$ cat config.mk
export PLATFORM = sky130hd
export DESIGN_NAME = ccpo_encoder
export DESIGN_NICKNAME = d
export VERILOG_FILES = /design/src/common/ccpo_pkg.sv /design/src/ccpo_edge_sync.sv /design/src/ccpo_encoder.sv
export SDC_FILE = /design/constraint.sdc
export NUM_CORES = 1
export LEC_CHECK = 0
export BUFFER_PORTS_ARGS = -buffer_cell sky130_fd_sc_hd__buf_4
export CAP_MARGIN = 25
export CORE_MARGIN = 2
export CORE_UTILIZATION = 40
export DETAILED_ROUTE_END_ITERATION = 7
export PLACE_DENSITY_LB_ADDON = 0.1
export SLEW_MARGIN = 20
export SYNTH_ARGS = -nofsm -noshare
export SYNTH_HDL_FRONTEND = slang
export SYNTH_HIERARCHICAL = 1
export SYNTH_SLANG_ARGS = --single-unit
export TNS_END_PERCENT = 50
$ cat constraint.sdc
create_clock -name core_clk -period 4.6 [get_ports core_clk]
set_input_delay 0.23 -clock core_clk [delete_from_list [all_inputs] [get_ports core_clk]]
set_output_delay 0.23 -clock core_clk [all_outputs]
set_load 0.05 [all_outputs]
$ cat src/common/ccpo_pkg.sv
// Constants, field layout and register map of the coded-control pixel encoder.
// Assumes one core clock and AXI4-Lite access with 32-bit data.
package ccpo_pkg;

   // Register indices; byte address is four times the index
   localparam logic [7:0] IDX_OUT_FMT  = 8'h12;
   localparam logic [7:0] IDX_POLARITY = 8'h13;
   localparam logic [7:0] IDX_LS_DELAY = 8'h14;
   localparam logic [7:0] IDX_ACT_CNT  = 8'h15;
   localparam logic [7:0] IDX_STATUS   = 8'h16;
   localparam int         ADDR_W       = 8;

   // Output format fields
   localparam int         FMT_NARROW = 0;
   localparam int         FMT_CODED  = 1;
   localparam int         FMT_RANGE  = 2;
   localparam int         FMT_HACT   = 3;
   localparam logic [3:0] FMT_RST    = 4'h0;

   // Polarity fields; a one inverts the default level
   localparam int         POL_ACT   = 0;
   localparam int         POL_LINE  = 1;
   localparam int         POL_FIELD = 2;
   localparam int         POL_PAR   = 3;
   localparam logic [3:0] POL_RST   = 4'h0;
   localparam logic [3:0] POL_DEF   = 4'h6;

   // Horizontal timing reset values
   localparam logic [9:0] LS_DELAY_RST = 10'h080;
   localparam logic [9:0] ACT_CNT_RST  = 10'h2d0;

   // Event codes and chroma markers
   localparam logic [7:0] CODE_INVALID  = 8'h00;
   localparam logic [7:0] CODE_EOL      = 8'h01;
   localparam logic [7:0] CODE_SOL      = 8'h02;
   localparam logic [7:0] CODE_LS_ACT   = 8'h03;
   localparam logic [7:0] CODE_LS_BLANK = 8'h04;
   localparam logic [7:0] CODE_FS_EVEN  = 8'h05;
   localparam logic [7:0] CODE_FS_ODD   = 8'h06;
   localparam logic [7:0] MARK_CB       = 8'hff;
   localparam logic [7:0] MARK_CR       = 8'hfe;

   // Sample limits
   localparam logic [7:0]  C_MIN       = 8'h02;
   localparam logic [7:0]  C_MAX       = 8'hfd;
   localparam logic [7:0]  Y_CODED_MIN = 8'h10;
   localparam logic [7:0]  Y_MAX       = 8'hfd;
   localparam logic [7:0]  Y_NOM_OFS   = 8'h10;
   localparam logic [15:0] Y_SCALE     = 16'h00dc;

   // Double-rate edges from line-start code to field-start code when fld_cnt is even; with fld_cnt odd it goes out at the next slot
   localparam int LEAD_EDGES = 2;

   localparam logic [1:0] RESP_OKAY   = 2'h0;
   localparam logic [1:0] RESP_SLVERR = 2'h2;

   typedef enum logic {BYTE_C, BYTE_Y} ccpo_byte_t;

   function automatic logic [ADDR_W-1:0] reg_addr(input logic [7:0] idx);
      return {idx[5:0], 2'b00};
   endfunction : reg_addr

endpackage : ccpo_pkg

$ cat src/ccpo_edge_sync.sv
// Two-flop synchroniser with rising-edge detection.
// Assumes pin_in is asynchronous to core_clk and slower than it.
`timescale 1ns/10ps
`default_nettype none
module ccpo_edge_sync (
   input  wire logic core_clk,
   input  wire logic arst_n,
   input  wire logic pin_in,
   output logic      rise
);
   import ccpo_pkg::*;

   typedef struct packed {
      logic s1;
      logic s2;
      logic s3;
      logic rise;
   } ccpo_sync_t;

   ccpo_sync_t s_ff;
   ccpo_sync_t nxt_s;

   always_comb begin
      nxt_s      = s_ff;
      nxt_s.s1   = pin_in;
      nxt_s.s2   = s_ff.s1;
      nxt_s.s3   = s_ff.s2;
      nxt_s.rise = s_ff.s2 & ~s_ff.s3;
   end

   always_ff @(posedge core_clk or negedge arst_n) begin
      if (!arst_n) begin
         s_ff <= '0;
      end else begin
         s_ff <= nxt_s;
      end
   end

   assign rise = s_ff.rise;

endmodule : ccpo_edge_sync
`default_nettype wire

$ cat src/ccpo_encoder.sv
// Coded-control pixel output encoder with AXI4-Lite registers.
// Assumes the video pipeline runs on core_clk; the link clock is a pin.
//
// Design decisions made here: the AXI4-Lite interface to the registers and the register addresses.
`timescale 1ns/10ps
`default_nettype none
module ccpo_encoder (
   input  wire logic                         core_clk,
   input  wire logic                         arst_n,
   input  wire logic [ccpo_pkg::ADDR_W-1:0]  s_axi_awaddr,
   input  wire logic                         s_axi_awvalid,
   output logic                              s_axi_awready,
   input  wire logic [31:0]                  s_axi_wdata,
   input  wire logic [3:0]                   s_axi_wstrb,
   input  wire logic                         s_axi_wvalid,
   output logic                              s_axi_wready,
   output logic [1:0]                        s_axi_bresp,
   output logic                              s_axi_bvalid,
   input  wire logic                         s_axi_bready,
   input  wire logic [ccpo_pkg::ADDR_W-1:0]  s_axi_araddr,
   input  wire logic                         s_axi_arvalid,
   output logic                              s_axi_arready,
   output logic [31:0]                       s_axi_rdata,
   output logic [1:0]                        s_axi_rresp,
   output logic                              s_axi_rvalid,
   input  wire logic                         s_axi_rready,
   input  wire logic [7:0]                   vid_y,
   input  wire logic [7:0]                   vid_c,
   input  wire logic                         vid_valid,
   input  wire logic                         vid_line_start,
   input  wire logic                         vid_vactive,
   input  wire logic                         vid_field_start,
   input  wire logic                         vid_field_even,
   output logic                              vid_take,
   input  wire logic                         double_rate_clock,
   output logic [15:0]                       pixel_data_bus,
   output logic                              active_ind,
   output logic                              line_start_event,
   output logic                              field_start_event,
   output logic                              field_parity,
   output logic                              blue_diff_phase_flag
);
   import ccpo_pkg::*;

   typedef struct packed {
      logic              awrdy;
      logic              wrdy;
      logic              bvalid;
      logic              arrdy;
      logic              rvalid;
      logic              aw_have;
      logic              w_have;
      logic [ADDR_W-1:0] awaddr;
      logic [31:0]       wdata;
      logic [3:0]        wstrb;
      logic [1:0]        bresp;
      logic [1:0]        rresp;
      logic [31:0]       rdata;
      logic [3:0]        fmt;
      logic [3:0]        pol;
      logic [9:0]        lsd;
      logic [9:0]        apc;
      ccpo_byte_t        byte_sel;
      logic [7:0]        luma_hold;
      logic              cb;
      logic              last_cb;
      logic [10:0]       hpos;
      logic [1:0]        lead;
      logic [2:0]        fld_cnt;
      logic              ls_pend;
      logic              vact_pend;
      logic              fs_pend;
      logic              fs_even;
      logic              par_pend;
      logic              par_next;
      logic              parity;
      logic              vact;
      logic [15:0]       bus;
      logic              act_o;
      logic              ls_o;
      logic              fs_o;
      logic              par_o;
      logic              cbf_o;
      logic              take;
   } ccpo_st_t;

   localparam ccpo_st_t ST_RST = '{
      awrdy: 1'b1, wrdy: 1'b1, arrdy: 1'b1,
      fmt: FMT_RST, pol: POL_RST,
      lsd: LS_DELAY_RST, apc: ACT_CNT_RST,
      byte_sel: BYTE_C, cb: 1'b1, last_cb: 1'b1,
      lead: 2'h3,
      act_o: POL_DEF[POL_ACT], ls_o: POL_DEF[POL_LINE],
      fs_o: POL_DEF[POL_FIELD], par_o: POL_DEF[POL_PAR],
      cbf_o: 1'b1,
      default: '0
   };

   function automatic logic [7:0] clamp8(input logic [7:0] v,
                                         input logic [7:0] lo,
                                         input logic [7:0] hi);
      return (v < lo) ? lo : ((v > hi) ? hi : v);
   endfunction : clamp8

   function automatic logic [7:0] lim_y(input logic [7:0] y,
                                        input logic       rng,
                                        input logic       cod);
      logic [15:0] sc;
      sc = {8'h00, y} * Y_SCALE;
      if (!rng) begin
         return 8'(sc[15:8] + Y_NOM_OFS);
      end
      return cod ? clamp8(y, Y_CODED_MIN, Y_MAX) : y;
   endfunction : lim_y

   function automatic logic [9:0] mrg10(input logic [9:0]  old,
                                        input logic [31:0] d,
                                        input logic [3:0]  be);
      logic [9:0] r;
      r = old;
      if (be[0]) r[7:0] = d[7:0];
      if (be[1]) r[9:8] = d[9:8];
      return r;
   endfunction : mrg10

   ccpo_st_t    s_ff;
   ccpo_st_t    nxt_s;
   logic        dr_rise;
   logic [10:0] act_end;
   logic        hact;
   logic        slot;
   logic        coded;
   logic        fs_go;
   logic        ls_go;
   logic        pix;
   logic [7:0]  mark;
   logic [7:0]  c_out;
   logic [7:0]  y_out;
   logic        act_raw;

   ccpo_edge_sync u_dr_sync (
      .core_clk (core_clk),
      .arst_n   (arst_n),
      .pin_in   (double_rate_clock),
      .rise     (dr_rise)
   );

   always_comb begin
      nxt_s   = s_ff;
      act_end = {1'b0, s_ff.lsd} + {1'b0, s_ff.apc};
      hact    = (s_ff.hpos >= {1'b0, s_ff.lsd}) && (s_ff.hpos < act_end);
      slot    = dr_rise && (s_ff.byte_sel == BYTE_C);
      coded   = s_ff.fmt[FMT_CODED];
      mark    = s_ff.cb ? MARK_CB : MARK_CR;
      fs_go   = s_ff.fs_pend &&
                (s_ff.fld_cnt[0] || s_ff.lead == 2'(LEAD_EDGES - 1));
      ls_go   = s_ff.ls_pend && !fs_go;
      pix     = 1'b0;
      c_out   = clamp8(vid_c, C_MIN, C_MAX);
      y_out   = lim_y(vid_y, s_ff.fmt[FMT_RANGE], coded);
      act_raw = 1'b0;

      // Write channel capture
      if (s_axi_awvalid && s_ff.awrdy) begin
         nxt_s.aw_have = 1'b1;
         nxt_s.awaddr  = s_axi_awaddr;
      end
      if (s_axi_wvalid && s_ff.wrdy) begin
         nxt_s.w_have = 1'b1;
         nxt_s.wdata  = s_axi_wdata;
         nxt_s.wstrb  = s_axi_wstrb;
      end
      if (s_ff.bvalid && s_axi_bready) begin
         nxt_s.bvalid = 1'b0;
      end
      if (s_ff.aw_have && s_ff.w_have && !s_ff.bvalid) begin
         nxt_s.aw_have = 1'b0;
         nxt_s.w_have  = 1'b0;
         nxt_s.bvalid  = 1'b1;
         nxt_s.bresp   = RESP_OKAY;
         case (s_ff.awaddr)
            reg_addr(IDX_OUT_FMT): begin
               if (s_ff.wstrb[0]) nxt_s.fmt = s_ff.wdata[3:0];
            end
            reg_addr(IDX_POLARITY): begin
               if (s_ff.wstrb[0]) nxt_s.pol = s_ff.wdata[3:0];
            end
            reg_addr(IDX_LS_DELAY): begin
               nxt_s.lsd = mrg10(s_ff.lsd, s_ff.wdata, s_ff.wstrb);
            end
            reg_addr(IDX_ACT_CNT): begin
               nxt_s.apc = mrg10(s_ff.apc, s_ff.wdata, s_ff.wstrb);
            end
            reg_addr(IDX_STATUS): begin
               nxt_s.bresp = RESP_OKAY;
            end
            default: begin
               nxt_s.bresp = RESP_SLVERR;
            end
         endcase
      end

      // Read channel
      if (s_ff.rvalid && s_axi_rready) begin
         nxt_s.rvalid = 1'b0;
      end
      if (s_axi_arvalid && s_ff.arrdy) begin
         nxt_s.rvalid = 1'b1;
         nxt_s.rresp  = RESP_OKAY;
         nxt_s.rdata  = '0;
         case (s_axi_araddr)
            reg_addr(IDX_OUT_FMT):  nxt_s.rdata[3:0] = s_ff.fmt;
            reg_addr(IDX_POLARITY): nxt_s.rdata[3:0] = s_ff.pol;
            reg_addr(IDX_LS_DELAY): nxt_s.rdata[9:0] = s_ff.lsd;
            reg_addr(IDX_ACT_CNT):  nxt_s.rdata[9:0] = s_ff.apc;
            reg_addr(IDX_STATUS): begin
               nxt_s.rdata[7:0] = {s_ff.par_pend, s_ff.fld_cnt,
                                   s_ff.parity, s_ff.cb,
                                   s_ff.fs_pend, s_ff.ls_pend};
            end
            default: begin
               nxt_s.rresp = RESP_SLVERR;
            end
         endcase
      end

      // Link edge counter since the last line-start slot
      nxt_s.take = 1'b0;
      if (dr_rise && s_ff.lead != 2'h3) begin
         nxt_s.lead = 2'(s_ff.lead + 2'h1);
      end

      // One pixel slot is two double-rate edges, chroma then luma
      if (dr_rise) begin
         nxt_s.byte_sel = (s_ff.byte_sel == BYTE_C) ? BYTE_Y : BYTE_C;
         if (s_ff.byte_sel == BYTE_Y && s_ff.fmt[FMT_NARROW]) begin
            nxt_s.bus = {s_ff.luma_hold, 8'h00};
         end
      end

      if (slot) begin
         if (coded && fs_go) begin
            c_out = mark;
            y_out = s_ff.fs_even ? CODE_FS_EVEN : CODE_FS_ODD;
         end else if (coded && ls_go) begin
            c_out = mark;
            y_out = s_ff.vact_pend ? CODE_LS_ACT : CODE_LS_BLANK;
         end else if (coded && 11'(s_ff.hpos + 11'h001) == {1'b0, s_ff.lsd}) begin
            c_out = mark;
            y_out = CODE_SOL;
         end else if (coded && s_ff.hpos == act_end) begin
            c_out = mark;
            y_out = CODE_EOL;
         end else if (coded && !vid_valid) begin
            c_out = s_ff.last_cb ? MARK_CB : MARK_CR;
            y_out = CODE_INVALID;
         end else begin
            pix = 1'b1;
         end

         if (pix) begin
            nxt_s.last_cb = s_ff.cb;
            nxt_s.take    = 1'b1;
         end

         if (s_ff.fmt[FMT_NARROW]) begin
            nxt_s.bus       = {c_out, 8'h00};
            nxt_s.luma_hold = y_out;
         end else begin
            nxt_s.bus       = {y_out, c_out};
            nxt_s.luma_hold = y_out;
         end

         // Phase and horizontal position
         if (ls_go) begin
            nxt_s.cb   = 1'b1;
            nxt_s.hpos = '0;
            nxt_s.lead = '0;
            nxt_s.vact = s_ff.vact_pend;
         end else begin
            nxt_s.cb = ~s_ff.cb;
            if (s_ff.hpos != 11'h7ff) begin
               nxt_s.hpos = 11'(s_ff.hpos + 11'h001);
            end
         end

         // Parity changes when horizontal active ends
         if (s_ff.hpos == act_end && s_ff.par_pend) begin
            nxt_s.parity   = s_ff.par_next;
            nxt_s.par_pend = 1'b0;
         end

         // New field start wins over the parity clear
         if (fs_go) begin
            nxt_s.fld_cnt  = 3'(s_ff.fld_cnt + 3'h1);
            nxt_s.par_pend = 1'b1;
            nxt_s.par_next = ~s_ff.fs_even;
         end

         act_raw = s_ff.fmt[FMT_HACT] ? hact : (hact && s_ff.vact);
         nxt_s.act_o = act_raw ^ POL_DEF[POL_ACT] ^ s_ff.pol[POL_ACT];
         nxt_s.ls_o  = ls_go ^ POL_DEF[POL_LINE] ^ s_ff.pol[POL_LINE];
         nxt_s.fs_o  = fs_go ^ POL_DEF[POL_FIELD] ^ s_ff.pol[POL_FIELD];
         nxt_s.cbf_o = s_ff.cb;
      end
      nxt_s.par_o = nxt_s.parity ^ POL_DEF[POL_PAR] ^ s_ff.pol[POL_PAR];

      // Pending events; a new arrival wins over the clear
      if (slot && ls_go) nxt_s.ls_pend = 1'b0;
      if (slot && fs_go) nxt_s.fs_pend = 1'b0;
      if (vid_line_start) begin
         nxt_s.ls_pend   = 1'b1;
         nxt_s.vact_pend = vid_vactive;
      end
      if (vid_field_start) begin
         nxt_s.fs_pend = 1'b1;
         nxt_s.fs_even = vid_field_even;
      end

      nxt_s.awrdy = !nxt_s.aw_have && !nxt_s.bvalid;
      nxt_s.wrdy  = !nxt_s.w_have && !nxt_s.bvalid;
      nxt_s.arrdy = !nxt_s.rvalid;
   end

   always_ff @(posedge core_clk or negedge arst_n) begin
      if (!arst_n) begin
         s_ff <= ST_RST;
      end else begin
         s_ff <= nxt_s;
      end
   end

   assign s_axi_awready        = s_ff.awrdy;
   assign s_axi_wready         = s_ff.wrdy;
   assign s_axi_bvalid         = s_ff.bvalid;
   assign s_axi_bresp          = s_ff.bresp;
   assign s_axi_arready        = s_ff.arrdy;
   assign s_axi_rvalid         = s_ff.rvalid;
   assign s_axi_rdata          = s_ff.rdata;
   assign s_axi_rresp          = s_ff.rresp;
   assign vid_take             = s_ff.take;
   assign pixel_data_bus       = s_ff.bus;
   assign active_ind           = s_ff.act_o;
   assign line_start_event     = s_ff.ls_o;
   assign field_start_event    = s_ff.fs_o;
   assign field_parity         = s_ff.par_o;
   assign blue_diff_phase_flag = s_ff.cbf_o;

endmodule : ccpo_encoder
`default_nettype wire

Yosys cells after proc, flatten, opt, wreduce, memory -nomap -nowiden
Cells that the tools add are included.
{"block": "classes", "n_addsub": 5, "multipliers": 1, "n_lt_le_gt_ge": 6, "n_eq_ne": 15, "muxes": 61, "bitwise": 11, "n_reduce_logical": 52}
{"cell": "$mux 8", "n": 16}
{"cell": "$eq 8x7->1 const B", "n": 10}
{"cell": "$mux 16", "n": 3}
{"cell": "$logic_and 1x1->1", "n": 24}
{"cell": "$mux 1", "n": 24}
{"cell": "$mux 11", "n": 2}
{"cell": "$mux 21", "n": 1}
{"cell": "$pmux 4 s5", "n": 1}
{"cell": "$mux 2", "n": 9}
{"cell": "$reduce_and 3->1", "n": 6}
{"cell": "$gt 8x8->1 const B", "n": 2}
{"cell": "$mul 8x6->14 const B", "n": 1}
{"cell": "$pmux 4 s3", "n": 1}
{"cell": "$reduce_and 2->1", "n": 6}
{"cell": "$reduce_bool 2->1", "n": 6}
{"cell": "$add 10x10->11", "n": 1}
{"cell": "$add 11x1->11 const B", "n": 1}
{"cell": "$eq 11x10->1", "n": 1}
{"cell": "$eq 11x11->1", "n": 1}
{"cell": "$ge 11x10->1", "n": 1}
{"cell": "$lt 11x11->1", "n": 1}
{"cell": "$ne 11x11->1 const B", "n": 1}
{"cell": "$reduce_or 5->1", "n": 2}
{"cell": "$add 8x5->8 const B", "n": 1}
{"cell": "14 further kinds", "n": 29}
{"block": "totals", "register_bits": 130, "in_bits": 81, "out_inout_bits": 63, "wordCells": 196}

Logic depth before layout (Yosys ltp)
{"block": "logic_depth", "depth_word": 13, "ltp_mapped": 19, "ltp_nobuf": 18}

Modules after synthesis
Netlist, hierarchy kept.
{"mod": "ccpo_encoder", "instances": 1, "cells_per_inst": 862, "area_each_um2": 8401.8, "seq_area_each_um2": 3121.7}
{"mod": "ccpo_edge_sync", "instances": 1, "cells_per_inst": 5, "area_each_um2": 113.9, "seq_area_each_um2": 100.1}

Worst setup path before layout
OpenSTA, ideal clock, no wires.
{"block": "synth_path", "kind": "in2reg", "start": "input port vid_y[4]", "end": "register s_ff, in the netlist pixel_data_bus[14]", "setup_ns": 0.123, "arrival_time_ns": 3.909, "required_time_ns": 4.477, "path_slack_ns": 0.568, "cell_stages": 16, "path_buffers": 0, "cell_sequence": "fa_1 > fa_1 > inv_1 > fa_1 > inv_1 > ha_1 > nor2_1 > a211oi_1 > a211oi_1 > xnor2_1 > ha_1 > xor2_1 > xnor2_1 > o21ai_0 > a22o_1 > o221a_1"}
{"block": "synth_via", "elab_chain_len": 12, "elab_cells_between_ends": 15, "classes_between": "add/sub: 1; mul: 1; order compare: 2; mux: 11"}
{"item": "from (decl)", "line_no": "ccpo_encoder.sv:27", "source": "input wire logic [7:0] vid_y,"}
{"item": "parallel branches: the longest is 4 deep, another holds $mul 8x6->14"}
{"item": "$mux 8 (*)", "line_no": "ccpo_encoder.sv:113", "source": "return cod ? clamp8(y, Y_CODED_MIN, Y_MAX) : y;"}
{"item": "$mux 8 (*)", "line_no": "ccpo_encoder.sv:254", "source": "end else if (coded && !vid_valid) begin"}
{"item": "$mux 8 (*)", "line_no": "ccpo_encoder.sv:251", "source": "end else if (coded && s_ff.hpos == act_end) begin"}
{"item": "$mux 8 (*)", "line_no": "ccpo_encoder.sv:248", "source": "end else if (coded && 11'(s_ff.hpos + 11'h001) == {1'b0, s_ff.lsd}) begin"}
{"item": "$mux 8 (*)", "line_no": "ccpo_encoder.sv:245", "source": "end else if (coded && ls_go) begin"}
{"item": "$mux 8 (*)", "line_no": "ccpo_encoder.sv:242", "source": "if (coded && fs_go) begin"}
{"item": "$mux 16 (*)", "line_no": "ccpo_encoder.sv:266", "source": "if (s_ff.fmt[FMT_NARROW]) begin"}
{"item": "$mux 21 (*)", "line_no": "ccpo_encoder.sv:241", "source": "if (slot) begin"}
{"item": "to (signal assigned)", "line_no": "ccpo_encoder.sv:329", "source": "s_ff <= nxt_s;"}
{"item": "to (decl)", "line_no": "ccpo_encoder.sv:126", "source": "ccpo_st_t s_ff;"}
Every way passes the cells marked *.
A chain may end at the register's enable or synchronous reset.

Worst setup path in the final report
{"block": "layout_path", "start": "register s_ff[67] (netlist bit)", "end": "register s_ff, in the netlist pixel_data_bus[8]"}
{"block": "layout_via", "elab_chain_len": 9, "elab_cells_between_ends": 15, "classes_between": "add/sub: 1; eq/ne: 2; mux: 10; reduce/logical: 2"}
{"item": "$add 10x10->11", "line_no": "ccpo_encoder.sv:150", "source": "act_end = {1'b0, s_ff.lsd} + {1'b0, s_ff.apc};"}
{"item": "$eq 11x11->1", "line_no": "ccpo_encoder.sv:251"}
{"item": "$logic_and 1x1->1", "line_no": "ccpo_encoder.sv:251"}
{"item": "$mux 8", "line_no": "ccpo_encoder.sv:251"}
{"item": "$mux 8", "line_no": "ccpo_encoder.sv:248"}
{"item": "$mux 8", "line_no": "ccpo_encoder.sv:245"}
{"item": "$mux 8", "line_no": "ccpo_encoder.sv:242"}
{"item": "$mux 16 (*)", "line_no": "ccpo_encoder.sv:266"}
{"item": "$mux 21 (*)", "line_no": "ccpo_encoder.sv:241"}
Mark *: on every way between the ends. The rest lies on a longest branch, timed or not.

==> metrics.log <==
[metrics] status: completed
[metrics] kind of start point of the critical path: flip-flop
[metrics] Least-Margin Pin Slew: between 800 and 900 ps
[metrics] post-synthesis cell area: roughly 8500 µm²
[metrics] proportion of register bits with asynchronous set or reset after synthesis: 100%
[metrics] critical path capture point type: flip-flop
[metrics] cell types with the highest counts after synthesis: dfrtp_1 (113), nand2_1 (77), ha_1 (67)
[metrics] hpwl dp: between 15,000 and 20,000 µm
[metrics] grt ovf: 0
[metrics] count of H-tree levels built during CTS: 4
[metrics] DIE WIDTH: roughly 150 µm
[metrics] Tot GR Track Use: between 10% and 20%
[metrics] post-synthesis compound-gate area fraction: roughly 15%
[metrics] wire length after detailed routing: 19,900 µm
[metrics] share of layout cells above drive strength 1: 23.7%
[metrics] arrival time at the worst endpoint: between 4000 and 5000 ps
[metrics] aggregate negative setup slack: 0 ps
[metrics] final setup violating endpoints: 0
[metrics] Syn Area/Cell: approximately 9.8 µm²
[metrics] P_sw: approximately 2200 µW
[metrics] Detailed Routing Iterations Pass 1: 4
[metrics] routed vias: 6,251
[metrics] clk slew on worst S/H paths: around 60 ps
[metrics] wire length of the first global-routing pass: roughly 33,000 µm
[metrics] Yosys cell types: slightly below 70
[metrics] Post-Synth Simple-Gate Area: 13.6%
[metrics] arithmetic-cell share of the synthesized area counting full adders, half adders and majority gates: a little over an eighth
[metrics] clock network fraction of design power: 27.9%
[metrics] clock tree from TritonCTS: done
[metrics] critical path class: flip-flop to flip-flop
[metrics] vias in the first global route: 6,178
[metrics] TritonCTS buffer count: 17
[metrics] area leader, netlist: dfrtp_1
[metrics] NumNets Final: between 1,000 and 1,500
[metrics] Int Pwr: 3460 µW
[metrics] post-route cell area: 9970 µm²
[metrics] leading cell types by total area after synthesis: dfrtp_1 (33%), ha_1 (9.8%), mux2_2 (7.3%)
[metrics] Max-slew headroom: 42.1%
[metrics] Layout fillers: slightly above 2,000
[metrics] share of total power consumed by net switching: around two fifths
[metrics] core area: 21,000 µm²
[metrics] std cell rows: 53
[metrics] main flop type after synthesis: dfrtp_1
[metrics] post-synthesis to final-layout area growth: 17.0%
[metrics] final RePlAce weighted congestion: 0.817
[metrics] insertion delay of the later-clocked pin in the worst-skew pair: 420 ps
[metrics] WL per Instance: between 15 and 20 µm
[metrics] number of instances in the placed design: around 1,200
[metrics] max frequency: between 200 and 250 MHz
[metrics] worst-case register-to-register setup slack: 370 ps
[metrics] endpoint required time on the critical path: between 4000 and 5000 ps
[metrics] Pwr per Cell Area: between 500 and 600 nW/µm²
[metrics] fin crit period: 4230 ps
[metrics] maximum fanout count along the critical path: 4
[metrics] die height: ~150 µm
[metrics] Worst Reg-to-Reg Cells: 18
[metrics] leakage power total: 0.00466 µW
[metrics] starting utilization of the core area: 40.6%
[metrics] dominant cell by count in the synthesized netlist: dfrtp_1
[metrics] die area: roughly 22,000 µm²
[metrics] worst min-delay path category: input pin to flip-flop
[metrics] crit-path most repeated cell: a21oi_1
[metrics] worst-case clock buffer depth: 2
[metrics] Post-route DRC: 0
[metrics] number of clock sinks: between 100 and 150
[metrics] Detailed Route Iter0 Violations: 308
[metrics] maximum resistive drop on vdd: ~0.33 mV
[metrics] Worst Hold Path Cells: 2
[metrics] io pins: about 140
[metrics] share of the clock period used by the worst path after layout: approximately nine tenths
[metrics] via/cell ratio: 5.11
[metrics] number of pins with negative max-slew slack in the final report: 0
[metrics] delay of the slowest cell on the worst path: 420 ps
[metrics] slowest CP cell: dfrtp_1
[metrics] CTS Root Buffer Type: clkbuf_16
[metrics] final clock skew: between 10 and 15 ps
[metrics] combinational fraction of design power: between 40% and 50%
[metrics] count of flip-flops with a built-in enable after synthesis: 0
[metrics] crit-path cells: ha_1 -> fa_1 -> a21o_1 -> a21oi_1 -> o21bai_1 -> a21oi_1 -> o21bai_1 -> a21oi_1 -> nor2_1 -> a211oi_1 -> ha_1 -> nand4_1 -> nor3_2 -> nand2_1 -> o311ai_1 -> a22oi_1 -> or2_2 -> a31oi_1
[metrics] count of input and output buffers: 95
[metrics] number of standard cells after synthesis: between 800 and 900
[metrics] combinational family with the most area after synthesis: compound AO/OA/AOI/OAI gates
[metrics] instance area at placement: between 9000 and 10,000 µm²
[metrics] remaining antenna violation count: 0
[metrics] overall power consumption: 5660 µW
[metrics] Seq cells post-synth: between 100 and 150
[metrics] antenna violations before repair: 0
[metrics] non-filler cells, final: 1,224
[metrics] maxcap violations: 0
[metrics] pin count of the biggest net entering global routing: 94
[metrics] sequential fraction of the synthesis area: a little under two fifths
[metrics] xor/xnor cell area share of the yosys netlist: under 10%
[metrics] portion of netlist area occupied by mux cells: under 10%
[metrics] number of diodes added for antenna fixing: 0
[metrics] number of warnings issued by yosys: 6
[metrics] Sequential Power Share: 31.8%
[metrics] unrepaired setup endpoints after global routing: false
[metrics] number of endpoints with negative hold slack in the final report: 0
[metrics] area fraction of the dominant cell type after synthesis: between 30 and 40%
==> critical path: cells and delay by family (launching register included) <==
kind	cells	cell delay, ps
AO/OA/AOI/OAI	10	1880
AND/OR/NAND/NOR	5	1010
adder cells (fa/ha/maj)	3	840
flip-flops	1	420
==> cells by family after synthesis <==
| family | Yosys count |
|---|---|
| AO/OA/AOI/OAI | 189 |
| buffers and inverters | 140 |
| flip-flops | 128 |
| AND/OR/NAND/NOR | 230 |
| other | 1 |
| multiplexers | 59 |
| XOR/XNOR | 37 |
| adder cells (fa/ha/maj) | 83 |
==> sequential cells by signal (all words and copies together) (netlist names), 2 cells and up <==
signal and cells:
u_dr_sync/nxt_s 2, s_ff 84, pixel_data_bus 16, s_axi_rdata 10
==> path summary, 6_finish.rpt <==
check | to | start
worst min register to register | u_dr_sync/nxt_s[1] | u_dr_sync/nxt_s[2]
worst min-delay path | s_ff[29] | vid_line_start
worst max register to register | pixel_data_bus[8] | s_ff[67]
worst max-delay path | pixel_data_bus[8] | s_ff[67]
min in group asynchronous | s_ff[132] | arst_n
max in group asynchronous | s_axi_arready | arst_n
==> power by group through the flow <==
stage          clock, µW  sequential, µW  combinational, µW
2_1_floorplan          0            1830               1700
3_3_place_gp           0            1820               2260
3_5_place_dp           0            1820               2270
4_1_cts             1620            1800               2290
5_1_grt             1670            1860               2530
6_report            1580            1800               2280
==> layout by cell type, fill, tap and decap left out, types with 6 or more instances in the layout <==
master,synthesis,routed
dfrtp_1,113,113
buf_4,53,101
nand2_1,77,77
ha_1,67,67
inv_1,59,59
o21ai_0,59,58
mux2_2,55,55
nor2_1,43,43
a21oi_1,36,36
conb_1,1,24
xnor2_1,22,22
nand3_1,21,21
clkbuf_16,0,17
fa_1,16,16
xor2_1,15,15
o31ai_1,15,15
dfstp_2,15,15
nor3_1,13,11
a211oi_1,10,10
a22oi_1,10,10
a21o_1,9,9
and2_1,9,9
nand2b_1,9,9
nor2b_1,9,9
nor4_1,8,8
nand3b_1,7,7
and3_1,6,6
o21bai_1,6,6
o21a_1,6,6
bufinv_16,0,6
==> area by class of cell <==
class / instances / area, µm² / share of cell area (%)
clock buffer: 18 / 439 / 4.41
timing repair buffer: 108 / 825 / 8.27
tap: 275 / 344 / 3.45
sequential: 128 / 3220 / 32.3
clock inverter: 14 / 251 / 2.52
inverter: 59 / 221 / 2.22
multi-input combinational: 622 / 4660 / 46.8
==> repair_timing <==
item,in CTS,in global routing
endpoints found under the hold margin,86,0
buffers inserted,0,0
gates resized for setup,0,5
hold buffers,5,0
endpoints found under the setup margin,0,13
==> layer usage <==
layer  track usage (%)  vias up  part of all wire [%]
met2              28.3      138                    44
met3              3.14       23                   4.1
met4              5.57        0                   1.7
met5                 0        -                     0
met1              27.7     2965                    50
li1                  -     3125                     -
==> stage by stage <==
stage                     setup WS, ps  util (%)  hold WS [ps]
after floorplan                    568         -         -65.6
after global placement             205      43.9           344
after detailed placement           152      43.9           339
after CTS                          145      47.5          5.90
after global routing              42.8      47.6          22.4
final                              371      47.6          22.0
Power figures use the tool's default switching activity.
